<file path="config.mk">
export PLATFORM = sky130hd
export DESIGN_NAME = schi_host_port
export DESIGN_NICKNAME = d
export VERILOG_FILES = /design/src/hdl/schi_pkg.sv /design/src/hdl/schi_host_port.sv
export VERILOG_INCLUDE_DIRS = /design/src /design/src/hdl
export SDC_FILE = /design/constraint.sdc
export NUM_CORES = 1
export LEC_CHECK = 0
export BUFFER_PORTS_ARGS = -buffer_cell sky130_fd_sc_hd__buf_4
export CELL_PAD_IN_SITES_DETAIL_PLACEMENT = 1
export CELL_PAD_IN_SITES_GLOBAL_PLACEMENT = 2
export CORE_MARGIN = 5
export CORE_UTILIZATION = 42
export DETAILED_ROUTE_END_ITERATION = 8
export PLACE_DENSITY = 0.87
export RECOVER_POWER = 50
export SYNTH_ARGS = -nofsm -noshare
export SYNTH_HDL_FRONTEND = slang
export SYNTH_SLANG_ARGS = --single-unit
</file>
<file path="constraint.sdc">
create_clock -name MCLK -period 5.9 [get_ports MCLK]
set_input_delay 0.885 -clock MCLK [delete_from_list [all_inputs] [get_ports MCLK]]
set_output_delay 0.885 -clock MCLK [all_outputs]
set_load 0.05 [all_outputs]
</file>
<file path="src/hdl/schi_params.svh">
// Constants for the dual-channel serial controller host interface.
// Assumes inclusion by the package and the top module only.
`ifndef SCHI_PARAMS_SVH
`define SCHI_PARAMS_SVH
`define SCHI_PTR_LSB       0
`define SCHI_PTR_MSB       2
`define SCHI_CMD_LSB       3
`define SCHI_CMD_MSB       5
`define SCHI_CMD_CHAN_RST  3'h3
`define SCHI_WR_LSB        5
`define SCHI_WR_MSB        7
`define SCHI_WR_EN_BIT     7
`define SCHI_WR_FN_BIT     6
`define SCHI_WR_RX_BIT     5
`define SCHI_RXIE_LSB      3
`define SCHI_RXIE_MSB      4
`define SCHI_TXIE_BIT      1
`define SCHI_EXTIE_BIT     0
`define SCHI_STAT_AFV_BIT  2
`define SCHI_VEC_LSB       1
`define SCHI_VEC_MSB       3
`define SCHI_RR0_RXA_BIT   0
`define SCHI_RR0_TXE_BIT   2
`define SCHI_RR0_DCD_BIT   3
`define SCHI_RR0_CTS_BIT   5
`define SCHI_OP_PREFIX     8'hed
`define SCHI_OP_RETURN     8'h4d
`define SCHI_RX_DEPTH      3
`define SCHI_RST_BYTE      8'h00
`endif

</file>
<file path="src/hdl/schi_pkg.sv">
// Types shared by the host interface of the serial controller.
// Assumes the params header sits beside it.
`include "schi_params.svh"
package schi_pkg;
  // Host bus strobes, active low as on the pins; chan_b and ctrl are active-high selects
  typedef struct packed {
    logic cs_n;
    logic rd_n;
    logic io_request_n;
    logic opcode_fetch_n;
    logic chan_b;
    logic ctrl;
  } schi_bus_t;
  // Interrupt source indices, highest priority first
  typedef enum logic [2:0] {
    SCHI_SRC_ARX = 3'h0,
    SCHI_SRC_ATX = 3'h1,
    SCHI_SRC_AEX = 3'h2,
    SCHI_SRC_BRX = 3'h3,
    SCHI_SRC_BTX = 3'h4,
    SCHI_SRC_BEX = 3'h5
  } schi_src_t;
  // Opcode snoop state
  typedef enum logic [1:0] {
    SCHI_OP_IDLE = 2'h0,
    SCHI_OP_SEEN = 2'h1,
    SCHI_OP_DONE = 2'h2
  } schi_op_t;
endpackage

</file>
<file path="src/hdl/schi_host_port.sv">
// Host port of a dual-channel serial controller: register pointer access,
// wait/ready, receive FIFO, transmit buffer, daisy-chain interrupts.
// Assumes every input is synchronous to MCLK, shared with the processor.
`timescale 1ns/10ps
`default_nettype none
`include "schi_params.svh"

module schi_host_port
  import schi_pkg::*;
#(
  parameter int DW = 8
) (
  input  wire logic          MCLK,
  input  wire logic          NRST,
  input  wire schi_bus_t     BUS,
  input  wire logic [DW-1:0] D_IN,
  output logic      [DW-1:0] D_OUT,
  output logic               D_OE,
  output logic               INT_N,
  input  wire logic          PRIORITY_IN,
  output logic               PRIORITY_OUT,
  output logic      [1:0]    WAIT_READY_N,
  input  wire logic [1:0]    CTS_N,
  input  wire logic [1:0]    DCD_N,
  input  wire logic [1:0]    RX_VALID,
  input  wire logic [DW-1:0] RX_DATA_A,
  input  wire logic [DW-1:0] RX_DATA_B,
  input  wire logic [1:0]    TX_TAKE,
  output logic      [19:0]   TX_SHIFT_A,
  output logic      [19:0]   TX_SHIFT_B
);

  // ------------------------------------------------------------
  // Storage
  // ------------------------------------------------------------
  logic [DW-1:0] wr_q [2][8];          // Write registers per channel
  logic [2:0]    ptr_q [2];            // Register pointers
  logic [DW-1:0] rxf_q [2][`SCHI_RX_DEPTH]; // Receive FIFOs
  logic [1:0]    rxc_q [2];            // FIFO fill counts
  logic [DW-1:0] txb_q [2];            // Transmit data buffers
  logic [1:0]    txf_q;                // Transmit buffer full
  logic [19:0]   txs_q [2];            // Transmit shift registers
  logic [1:0]    ext_q;                // Latched modem changes
  logic [1:0]    cts_q, dcd_q;         // Previous modem levels
  logic [5:0]    ius_q;                // In-service latches
  logic [5:0]    pend_frz_q;           // Pending, frozen during fetch
  logic [DW-1:0] op_q;                 // Last fetched opcode
  schi_op_t      op_st_q;              // Return-opcode snoop state
  logic          rd_q;                 // Previous read strobe

  // Decoded strobes
  logic cyc, wr_acc, rd_acc, ack, fetch, ch;
  logic rd_edge;
  logic [5:0] pend_raw;

  // ------------------------------------------------------------
  // Bus decode
  // ------------------------------------------------------------
  // channel and kind
  assign ch     = BUS.chan_b;
  assign cyc    = !BUS.cs_n && !BUS.io_request_n && BUS.opcode_fetch_n;
  assign wr_acc = cyc && BUS.rd_n;
  // A read spans several clocks; act on its first one only
  assign rd_acc = cyc && !BUS.rd_n;
  assign rd_edge = rd_acc && !rd_q;
  assign ack    = !BUS.opcode_fetch_n && !BUS.io_request_n;
  assign fetch  = !BUS.opcode_fetch_n && BUS.io_request_n && !BUS.rd_n;

  function automatic logic is_chan_reset(input logic [DW-1:0] b);
    return b[`SCHI_CMD_MSB:`SCHI_CMD_LSB] == `SCHI_CMD_CHAN_RST;
  endfunction

  always_ff @(posedge MCLK or negedge NRST) begin
    if (!NRST) begin
      rd_q <= 1'b0;
    end else begin
      rd_q <= rd_acc;
    end
  end

  // ------------------------------------------------------------
  // Pointer and write registers
  // ------------------------------------------------------------
  // Write strobe qualified to one clock by a delayed copy
  logic wr_q1;
  logic wr_edge;
  assign wr_edge = wr_acc && !wr_q1;
  always_ff @(posedge MCLK or negedge NRST) begin
    if (!NRST) begin
      wr_q1 <= 1'b0;
    end else begin
      wr_q1 <= wr_acc;
    end
  end

  always_ff @(posedge MCLK or negedge NRST) begin
    if (!NRST) begin
      for (int c = 0; c < 2; c++) begin
        ptr_q[c] <= 3'h0;
        for (int r = 0; r < 8; r++) begin
          wr_q[c][r] <= `SCHI_RST_BYTE;
        end
      end
    end else if (wr_edge && BUS.ctrl) begin
      if (ptr_q[ch] == 3'h0) begin
        wr_q[ch][0] <= D_IN;
        ptr_q[ch] <= D_IN[`SCHI_PTR_MSB:`SCHI_PTR_LSB];
        if (is_chan_reset(D_IN)) begin
          ptr_q[ch] <= 3'h0;
          for (int r = 1; r < 8; r++) begin
            if (r != 2) wr_q[ch][r] <= `SCHI_RST_BYTE;
          end
        end
      end else begin
        // vector register only in channel B
        if (ptr_q[ch] != 3'h2 || ch) begin
          wr_q[ch][ptr_q[ch]] <= D_IN;
        end
        ptr_q[ch] <= 3'h0;
      end
    end else if (rd_edge && BUS.ctrl) begin
      ptr_q[ch] <= 3'h0;
    end
  end

  // ------------------------------------------------------------
  // Receive FIFO
  // ------------------------------------------------------------
  // three entries per channel; overflow drops the newest
  always_ff @(posedge MCLK or negedge NRST) begin
    if (!NRST) begin
      for (int c = 0; c < 2; c++) begin
        rxc_q[c] <= 2'h0;
        for (int i = 0; i < `SCHI_RX_DEPTH; i++) rxf_q[c][i] <= `SCHI_RST_BYTE;
      end
    end else begin
      for (int c = 0; c < 2; c++) begin
        logic pop;
        logic push;
        logic [1:0] cnt;
        pop  = rd_edge && !BUS.ctrl && (ch == c[0]) && (rxc_q[c] != 2'h0);
        push = RX_VALID[c] && (rxc_q[c] != 2'(`SCHI_RX_DEPTH) || pop);
        cnt  = rxc_q[c];
        if (pop) begin
          rxf_q[c][0] <= rxf_q[c][1];
          rxf_q[c][1] <= rxf_q[c][2];
          cnt = cnt - 2'h1;
        end
        if (push) begin
          rxf_q[c][cnt] <= (c == 0) ? RX_DATA_A : RX_DATA_B;
          cnt = cnt + 2'h1;
        end
        rxc_q[c] <= cnt;
      end
    end
  end

  // ------------------------------------------------------------
  // Transmit buffer and shift register
  // ------------------------------------------------------------
  // buffer loads from bus, shifter from buffer or sync regs
  always_ff @(posedge MCLK or negedge NRST) begin
    if (!NRST) begin
      txf_q <= 2'h0;
      for (int c = 0; c < 2; c++) begin
        txb_q[c] <= `SCHI_RST_BYTE;
        txs_q[c] <= 20'h0;
      end
    end else begin
      for (int c = 0; c < 2; c++) begin
        if (TX_TAKE[c]) begin
          txs_q[c] <= txf_q[c] ? {12'h0, txb_q[c]} : {4'h0, wr_q[c][7], wr_q[c][6]};
          txf_q[c] <= 1'b0;
        end
        if (wr_edge && !BUS.ctrl && (ch == c[0])) begin
          txb_q[c] <= D_IN;
          txf_q[c] <= 1'b1;
        end
      end
    end
  end
  assign TX_SHIFT_A = txs_q[0];
  assign TX_SHIFT_B = txs_q[1];

  // ------------------------------------------------------------
  // Modem monitor
  // ------------------------------------------------------------
  // change latched if external interrupts enabled
  always_ff @(posedge MCLK or negedge NRST) begin
    if (!NRST) begin
      ext_q <= 2'h0;
      cts_q <= 2'h0;
      dcd_q <= 2'h0;
    end else begin
      cts_q <= ~CTS_N;
      dcd_q <= ~DCD_N;
      for (int c = 0; c < 2; c++) begin
        if (wr_edge && BUS.ctrl && ch == c[0] && ptr_q[c] == 3'h0) ext_q[c] <= 1'b0;
        if (wr_q[c][1][`SCHI_EXTIE_BIT] && ((cts_q[c] != !CTS_N[c]) || (dcd_q[c] != !DCD_N[c])))
          ext_q[c] <= 1'b1;
      end
    end
  end

  // ------------------------------------------------------------
  // Wait / ready
  // ------------------------------------------------------------
  logic [1:0] can_move;
  always_comb begin
    for (int c = 0; c < 2; c++) begin
      can_move[c] = wr_q[c][1][`SCHI_WR_RX_BIT] ? (rxc_q[c] != 2'h0) : !txf_q[c];
      WAIT_READY_N[c] = 1'b1;
      // enable and function bits select mode
      if (wr_q[c][1][`SCHI_WR_EN_BIT]) begin
        if (wr_q[c][1][`SCHI_WR_FN_BIT]) begin
          // ready low when byte can move
          WAIT_READY_N[c] = !can_move[c];
        end else begin
          // wait low while access would stall
          WAIT_READY_N[c] = !(cyc && ch == c[0] && !BUS.ctrl && !can_move[c]);
        end
      end
    end
  end

  // ------------------------------------------------------------
  // Interrupt daisy chain
  // ------------------------------------------------------------
  // six sources in one chain; index order is priority
  always_comb begin
    for (int c = 0; c < 2; c++) begin
      pend_raw[3*c]   = (wr_q[c][1][`SCHI_RXIE_MSB:`SCHI_RXIE_LSB] != 2'h0) && (rxc_q[c] != 2'h0);
      pend_raw[3*c+1] = wr_q[c][1][`SCHI_TXIE_BIT] && !txf_q[c];
      pend_raw[3*c+2] = ext_q[c];
    end
  end

  // freeze status while fetch is low
  always_ff @(posedge MCLK or negedge NRST) begin
    if (!NRST) begin
      pend_frz_q <= 6'h0;
    end else if (BUS.opcode_fetch_n) begin
      pend_frz_q <= pend_raw & ~ius_q;
    end
  end

  // Highest pending source, returned as index
  function automatic logic [2:0] top_src(input logic [5:0] p);
    top_src = 3'h7;
    for (int i = 5; i >= 0; i--) if (p[i]) top_src = 3'(i);
  endfunction

  logic [2:0]    win;
  logic [DW-1:0] vec;
  logic          chain_low;
  assign win = top_src(pend_frz_q);

  // three bits of vector carry condition
  always_comb begin
    vec = wr_q[1][2];
    if (wr_q[1][1][`SCHI_STAT_AFV_BIT]) begin
      case (win)
        SCHI_SRC_ARX: vec[`SCHI_VEC_MSB:`SCHI_VEC_LSB] = 3'h6;
        SCHI_SRC_ATX: vec[`SCHI_VEC_MSB:`SCHI_VEC_LSB] = 3'h4;
        SCHI_SRC_AEX: vec[`SCHI_VEC_MSB:`SCHI_VEC_LSB] = 3'h5;
        SCHI_SRC_BRX: vec[`SCHI_VEC_MSB:`SCHI_VEC_LSB] = 3'h2;
        SCHI_SRC_BTX: vec[`SCHI_VEC_MSB:`SCHI_VEC_LSB] = 3'h0;
        SCHI_SRC_BEX: vec[`SCHI_VEC_MSB:`SCHI_VEC_LSB] = 3'h1;
        default:      vec[`SCHI_VEC_MSB:`SCHI_VEC_LSB] = 3'h3;
      endcase
    end
  end

  // acknowledge sets in-service; return clears it
  always_ff @(posedge MCLK or negedge NRST) begin
    if (!NRST) begin
      ius_q <= 6'h0;
    end else if (ack && PRIORITY_IN && pend_frz_q != 6'h0 && !(|ius_q)) begin
      ius_q[win] <= 1'b1;
    end else if (op_st_q == SCHI_OP_DONE && PRIORITY_IN && (|ius_q)) begin
      // Only the highest in-service source ends
      ius_q[top_src(ius_q)] <= 1'b0;
    end
  end

  // Opcode snoop: prefix then return byte
  always_ff @(posedge MCLK or negedge NRST) begin
    if (!NRST) begin
      op_st_q <= SCHI_OP_IDLE;
      op_q    <= `SCHI_RST_BYTE;
    end else if (fetch) begin
      op_q <= D_IN;
      case (op_st_q)
        SCHI_OP_IDLE: op_st_q <= (D_IN == `SCHI_OP_PREFIX) ? SCHI_OP_SEEN : SCHI_OP_IDLE;
        SCHI_OP_SEEN: op_st_q <= (D_IN == `SCHI_OP_RETURN) ? SCHI_OP_DONE :
                                 (D_IN == `SCHI_OP_PREFIX) ? SCHI_OP_SEEN : SCHI_OP_IDLE;
        default:      op_st_q <= SCHI_OP_IDLE;
      endcase
    end else if (op_st_q == SCHI_OP_DONE) begin
      op_st_q <= SCHI_OP_IDLE;
    end
  end

  // chain low on pending or service; prefix hides pending
  assign chain_low = (|ius_q) || ((|pend_frz_q) && op_st_q != SCHI_OP_SEEN);
  assign PRIORITY_OUT = PRIORITY_IN && !chain_low;
  // request low while pending, enabled upstream and none in service
  assign INT_N = !((|pend_frz_q) && PRIORITY_IN && !(|ius_q));

  // ------------------------------------------------------------
  // Read data
  // ------------------------------------------------------------
  // Data latched at read start so it stands while the strobe is held
  always_ff @(posedge MCLK or negedge NRST) begin
    if (!NRST) begin
      D_OUT <= `SCHI_RST_BYTE;
    end else if (ack) begin
      D_OUT <= vec;
    end else if (rd_edge && !BUS.ctrl) begin
      D_OUT <= rxf_q[ch][0];
    end else if (rd_edge) begin
      case (ptr_q[ch])
        3'h0:    D_OUT <= {2'h0, ~CTS_N[ch], 1'b0, ~DCD_N[ch], !txf_q[ch],
                           |pend_frz_q, rxc_q[ch] != 2'h0};
        3'h1:    D_OUT <= 8'h01;
        3'h2:    D_OUT <= ch ? vec : 8'h00;
        default: D_OUT <= 8'h00;
      endcase
    end
  end
  // vector only when pending and enabled
  assign D_OE = (rd_acc && rd_q) || (ack && PRIORITY_IN && (|pend_frz_q) && !(|ius_q));

endmodule
`default_nettype wire

</file>
==> results.toml <==
[placement]
dpl_cell_area_sq_um = 9750
io_buffers = 85
dp.cells = 1140
hpwlAfterDp_mm = 16.3
gp_congestion = 0.816

[route]
route.detailed.drc = 0
post_drt_via_cell_ratio = 5.57
drtAntennaViolNets = 0
routedWlPerCell_microns = 20.2
wl_mm = 23.6
vias = 6532
dr.pass1.iters = 5
drt-initial-drc-count = 355

[worst_setup_path]
critPathKind = "in -> reg"
path_cells = "clkbuf_1, or4b_4, nor3_4, nand2_1, a21boi_1, inv_1, ha_1, and3_1, nand2_1, o21ai_1"
worst_setup_path_end_kind = "flop"
cp.required_ps = 6230
cp_max_fo = 18
cp-start-kind = "input pin"
max_stage_delay_ps = 730
cp_common_cell = "nand2_1"
critPathSlowestCell = "nor3_4"
worstPathArrival_ps = 4220
ff2ff_setup_slack_ps = 2760

[power_and_ir_drop]
leakage_uw = 0.00466
power_density_nw_per_um2 = 365
p_total_uw = 3750
ir_drop_mv = 0.188

[clocking]
cts_buffers = 17
h-tree-depth = 4
cts_resized = 0
cts_setup_buffers = 0
clock_latency_ps = 430
clk_pin_slew_ps = 70
clockRootBuffer = "clkbuf_16"
clock_sinks = 193
cts_buffer_depth = 2
cts_hold_buf = 0
cts_tree = "yes"

[sta]
slew_headroom_pct = -108
setup_violations = 0
finalCritPeriodShare_pct = 65.8
skew_ps = 11.7
worst_pin_slew_ps = 3120
maxSlewViolCount = 117
rsz0062_at_grt = "no"
final-hold-violation-count = 0
tns_ps = 0
max_freq_ghz = 0.258
period_needed_ps = 3880

[logic_synthesis]
ys_ff_latch = 193
yosys.area.top_type = "dfrtp_1"
syn_inst = 826
syn_area_sq_um = 9000
ys_seq_area_share_pct = 53.6
ys_async_sr_fraction_pct = 100
yosysMostFrequentCell = "dfrtp_1"
synth_common_cells = "dfrtp_1, nand2_1, nor2_1"
synthTopCellsByArea = "dfrtp_1, mux2_2, a22o_1"
postSynthAreaPerCell_sq_um = 10.9
synth_edf_count = 0
synth_top_area_share_pct = 53.6
yosysWarnings = 0
synth_ff_type = "dfrtp_1"
ys_types = 65

[floorplan]
io_pins = 94
num_rows = 53
start_util_pct = 42.7
dieHeight_microns = 156
die_area_sq_um = 24500
die_w_microns = 156
core_area_sq_um = 21100

[global_route]
grt_remaining_overflow = 0
grt_antenna_before_repair = 1
grt_pass1_vias = 6923
grt_max_degree = 81
grt_pass1_wl_mm = 38.7
track_usage_pct = 20.0

[finish]
antennaDiodeCount = 0
area_delta_synth_final_pct = 14.1
final_area_sq_um = 10300
drive_gt1_share_pct = 18.8
nets = 935
final_cells = 1172

[run_status]
violations = "max-capacitance violations, max-slew violations"
outcome = "finished, violations left"

[hold_path]
hold_path_class = "in -> async"

[job]
maxCapViolations = 2
## where the power goes
part / switching, uW / internal (uW) / total (uW)
Sequential: 153 / 1550 / 1710
Combinational: 454 / 338 / 792
Clock: 535 / 720 / 1260
Total: 1140 / 2610 / 3750
## cell usage in the layout (no fill, tap or decap), types with 3 or more instances in the layout
cell type and n:
a21oi_1 32, o31ai_1 3, mux2_2 53, o21ai_0 27, nor2b_1 11, and3_1 9, a31oi_1 7, nor4_1 5
nor4_2 3, buf_4 61, ha_1 10, dfrtp_1 193, nand3b_1 12, inv_1 29, nor3_1 11, clkinv_2 3
nor3b_1 4, or3_1 8, nand2b_1 5, clkbuf_16 17, nand2_1 95, a22oi_1 6, conb_1 8, clkbuf_1 27
o21ai_1 21, mux2_1 8, nor2_1 55, a31o_2 8, a21o_1 5, mux2i_1 41, a22o_1 49, inv_6 6
xnor2_1 8, bufinv_16 4, o22ai_1 3, nand3_1 9
## registers in the layout (all words and copies together) (netlist names), 4 cells and up, named ones only
name        cells
wr_q           50
rxf_q          48
TX_SHIFT_A     16
TX_SHIFT_B     16
txb_q          16
D_OUT           8
ius_q           6
pend_frz_q      6
vec             5
rxc_q           4
## through the flow
| step | hold WS, ps | worst slack, ps | util [%] |
|---|---|---|---|
| 5_1_grt | 518 | 1230 | 48.7 |
| 2_1_floorplan | 458 | 2340 | - |
| 3_5_place_dp | 479 | 2020 | 46.3 |
| 3_3_place_gp | 472 | 2120 | 46.3 |
| 4_1_cts | 495 | 2410 | 49.2 |
| 6_report | 471 | 2020 | 48.7 |
## per-layer routing
| layer | GRT usage (%) | wire length [microns] |
|---|---|---|
| met1 | 27.2 | 10600 |
| met2 | 32.9 | 11600 |
| met3 | 3.82 | 1040 |
| met4 | 5.37 | 364 |
| met5 | 0 | 11 |
## cell type report
cell class | count | area [sq um]
clock buffers | 18 | 429
clock inverters | 14 | 199
fillers | 2307 | 10800
inverters | 30 | 113
multi-input cells | 554 | 3790
flip-flops and latches | 193 | 4830
well taps | 275 | 344
repair buffers | 88 | 569
## final timing paths
check                                endpoint  cells past startpoint  startpoint
max in group asynchronous            D_OUT[0]                      2        NRST
min in group MCLK                    rxf_q[7]                      1    rxf_q[7]
worst max-delay path                rxf_q[16]                     10      BUS[2]
worst min register to register       rxf_q[7]                      1    rxf_q[7]
worst min-delay path            TX_SHIFT_A[9]                      1        NRST
worst max register to register      rxf_q[38]                     10    rxc_q[2]
## worst max-delay path: cells and delay by family
kind / cells / cell delay, ps
buffers and inverters: 2 / 680
AO/OA/AOI/OAI: 2 / 310
adder cells (fa/ha/maj): 1 / 140
AND/OR/NAND/NOR: 5 / 2200
## kinds of logic after synthesis
kind of cell               Yosys count  share of synthesized area [%]
adders and majority gates           10                           1.39
buffers and inverters               86                           4.46
AOI/OAI and AO/OA                  179                           13.7
xor gates and xnor gates             8                          0.778
DFF                                193                           53.6
muxes                              102                           12.2
and+or+nand+nor                    247                           13.8
other                                1                         0.0416
Power figures use the tool's default switching activity.
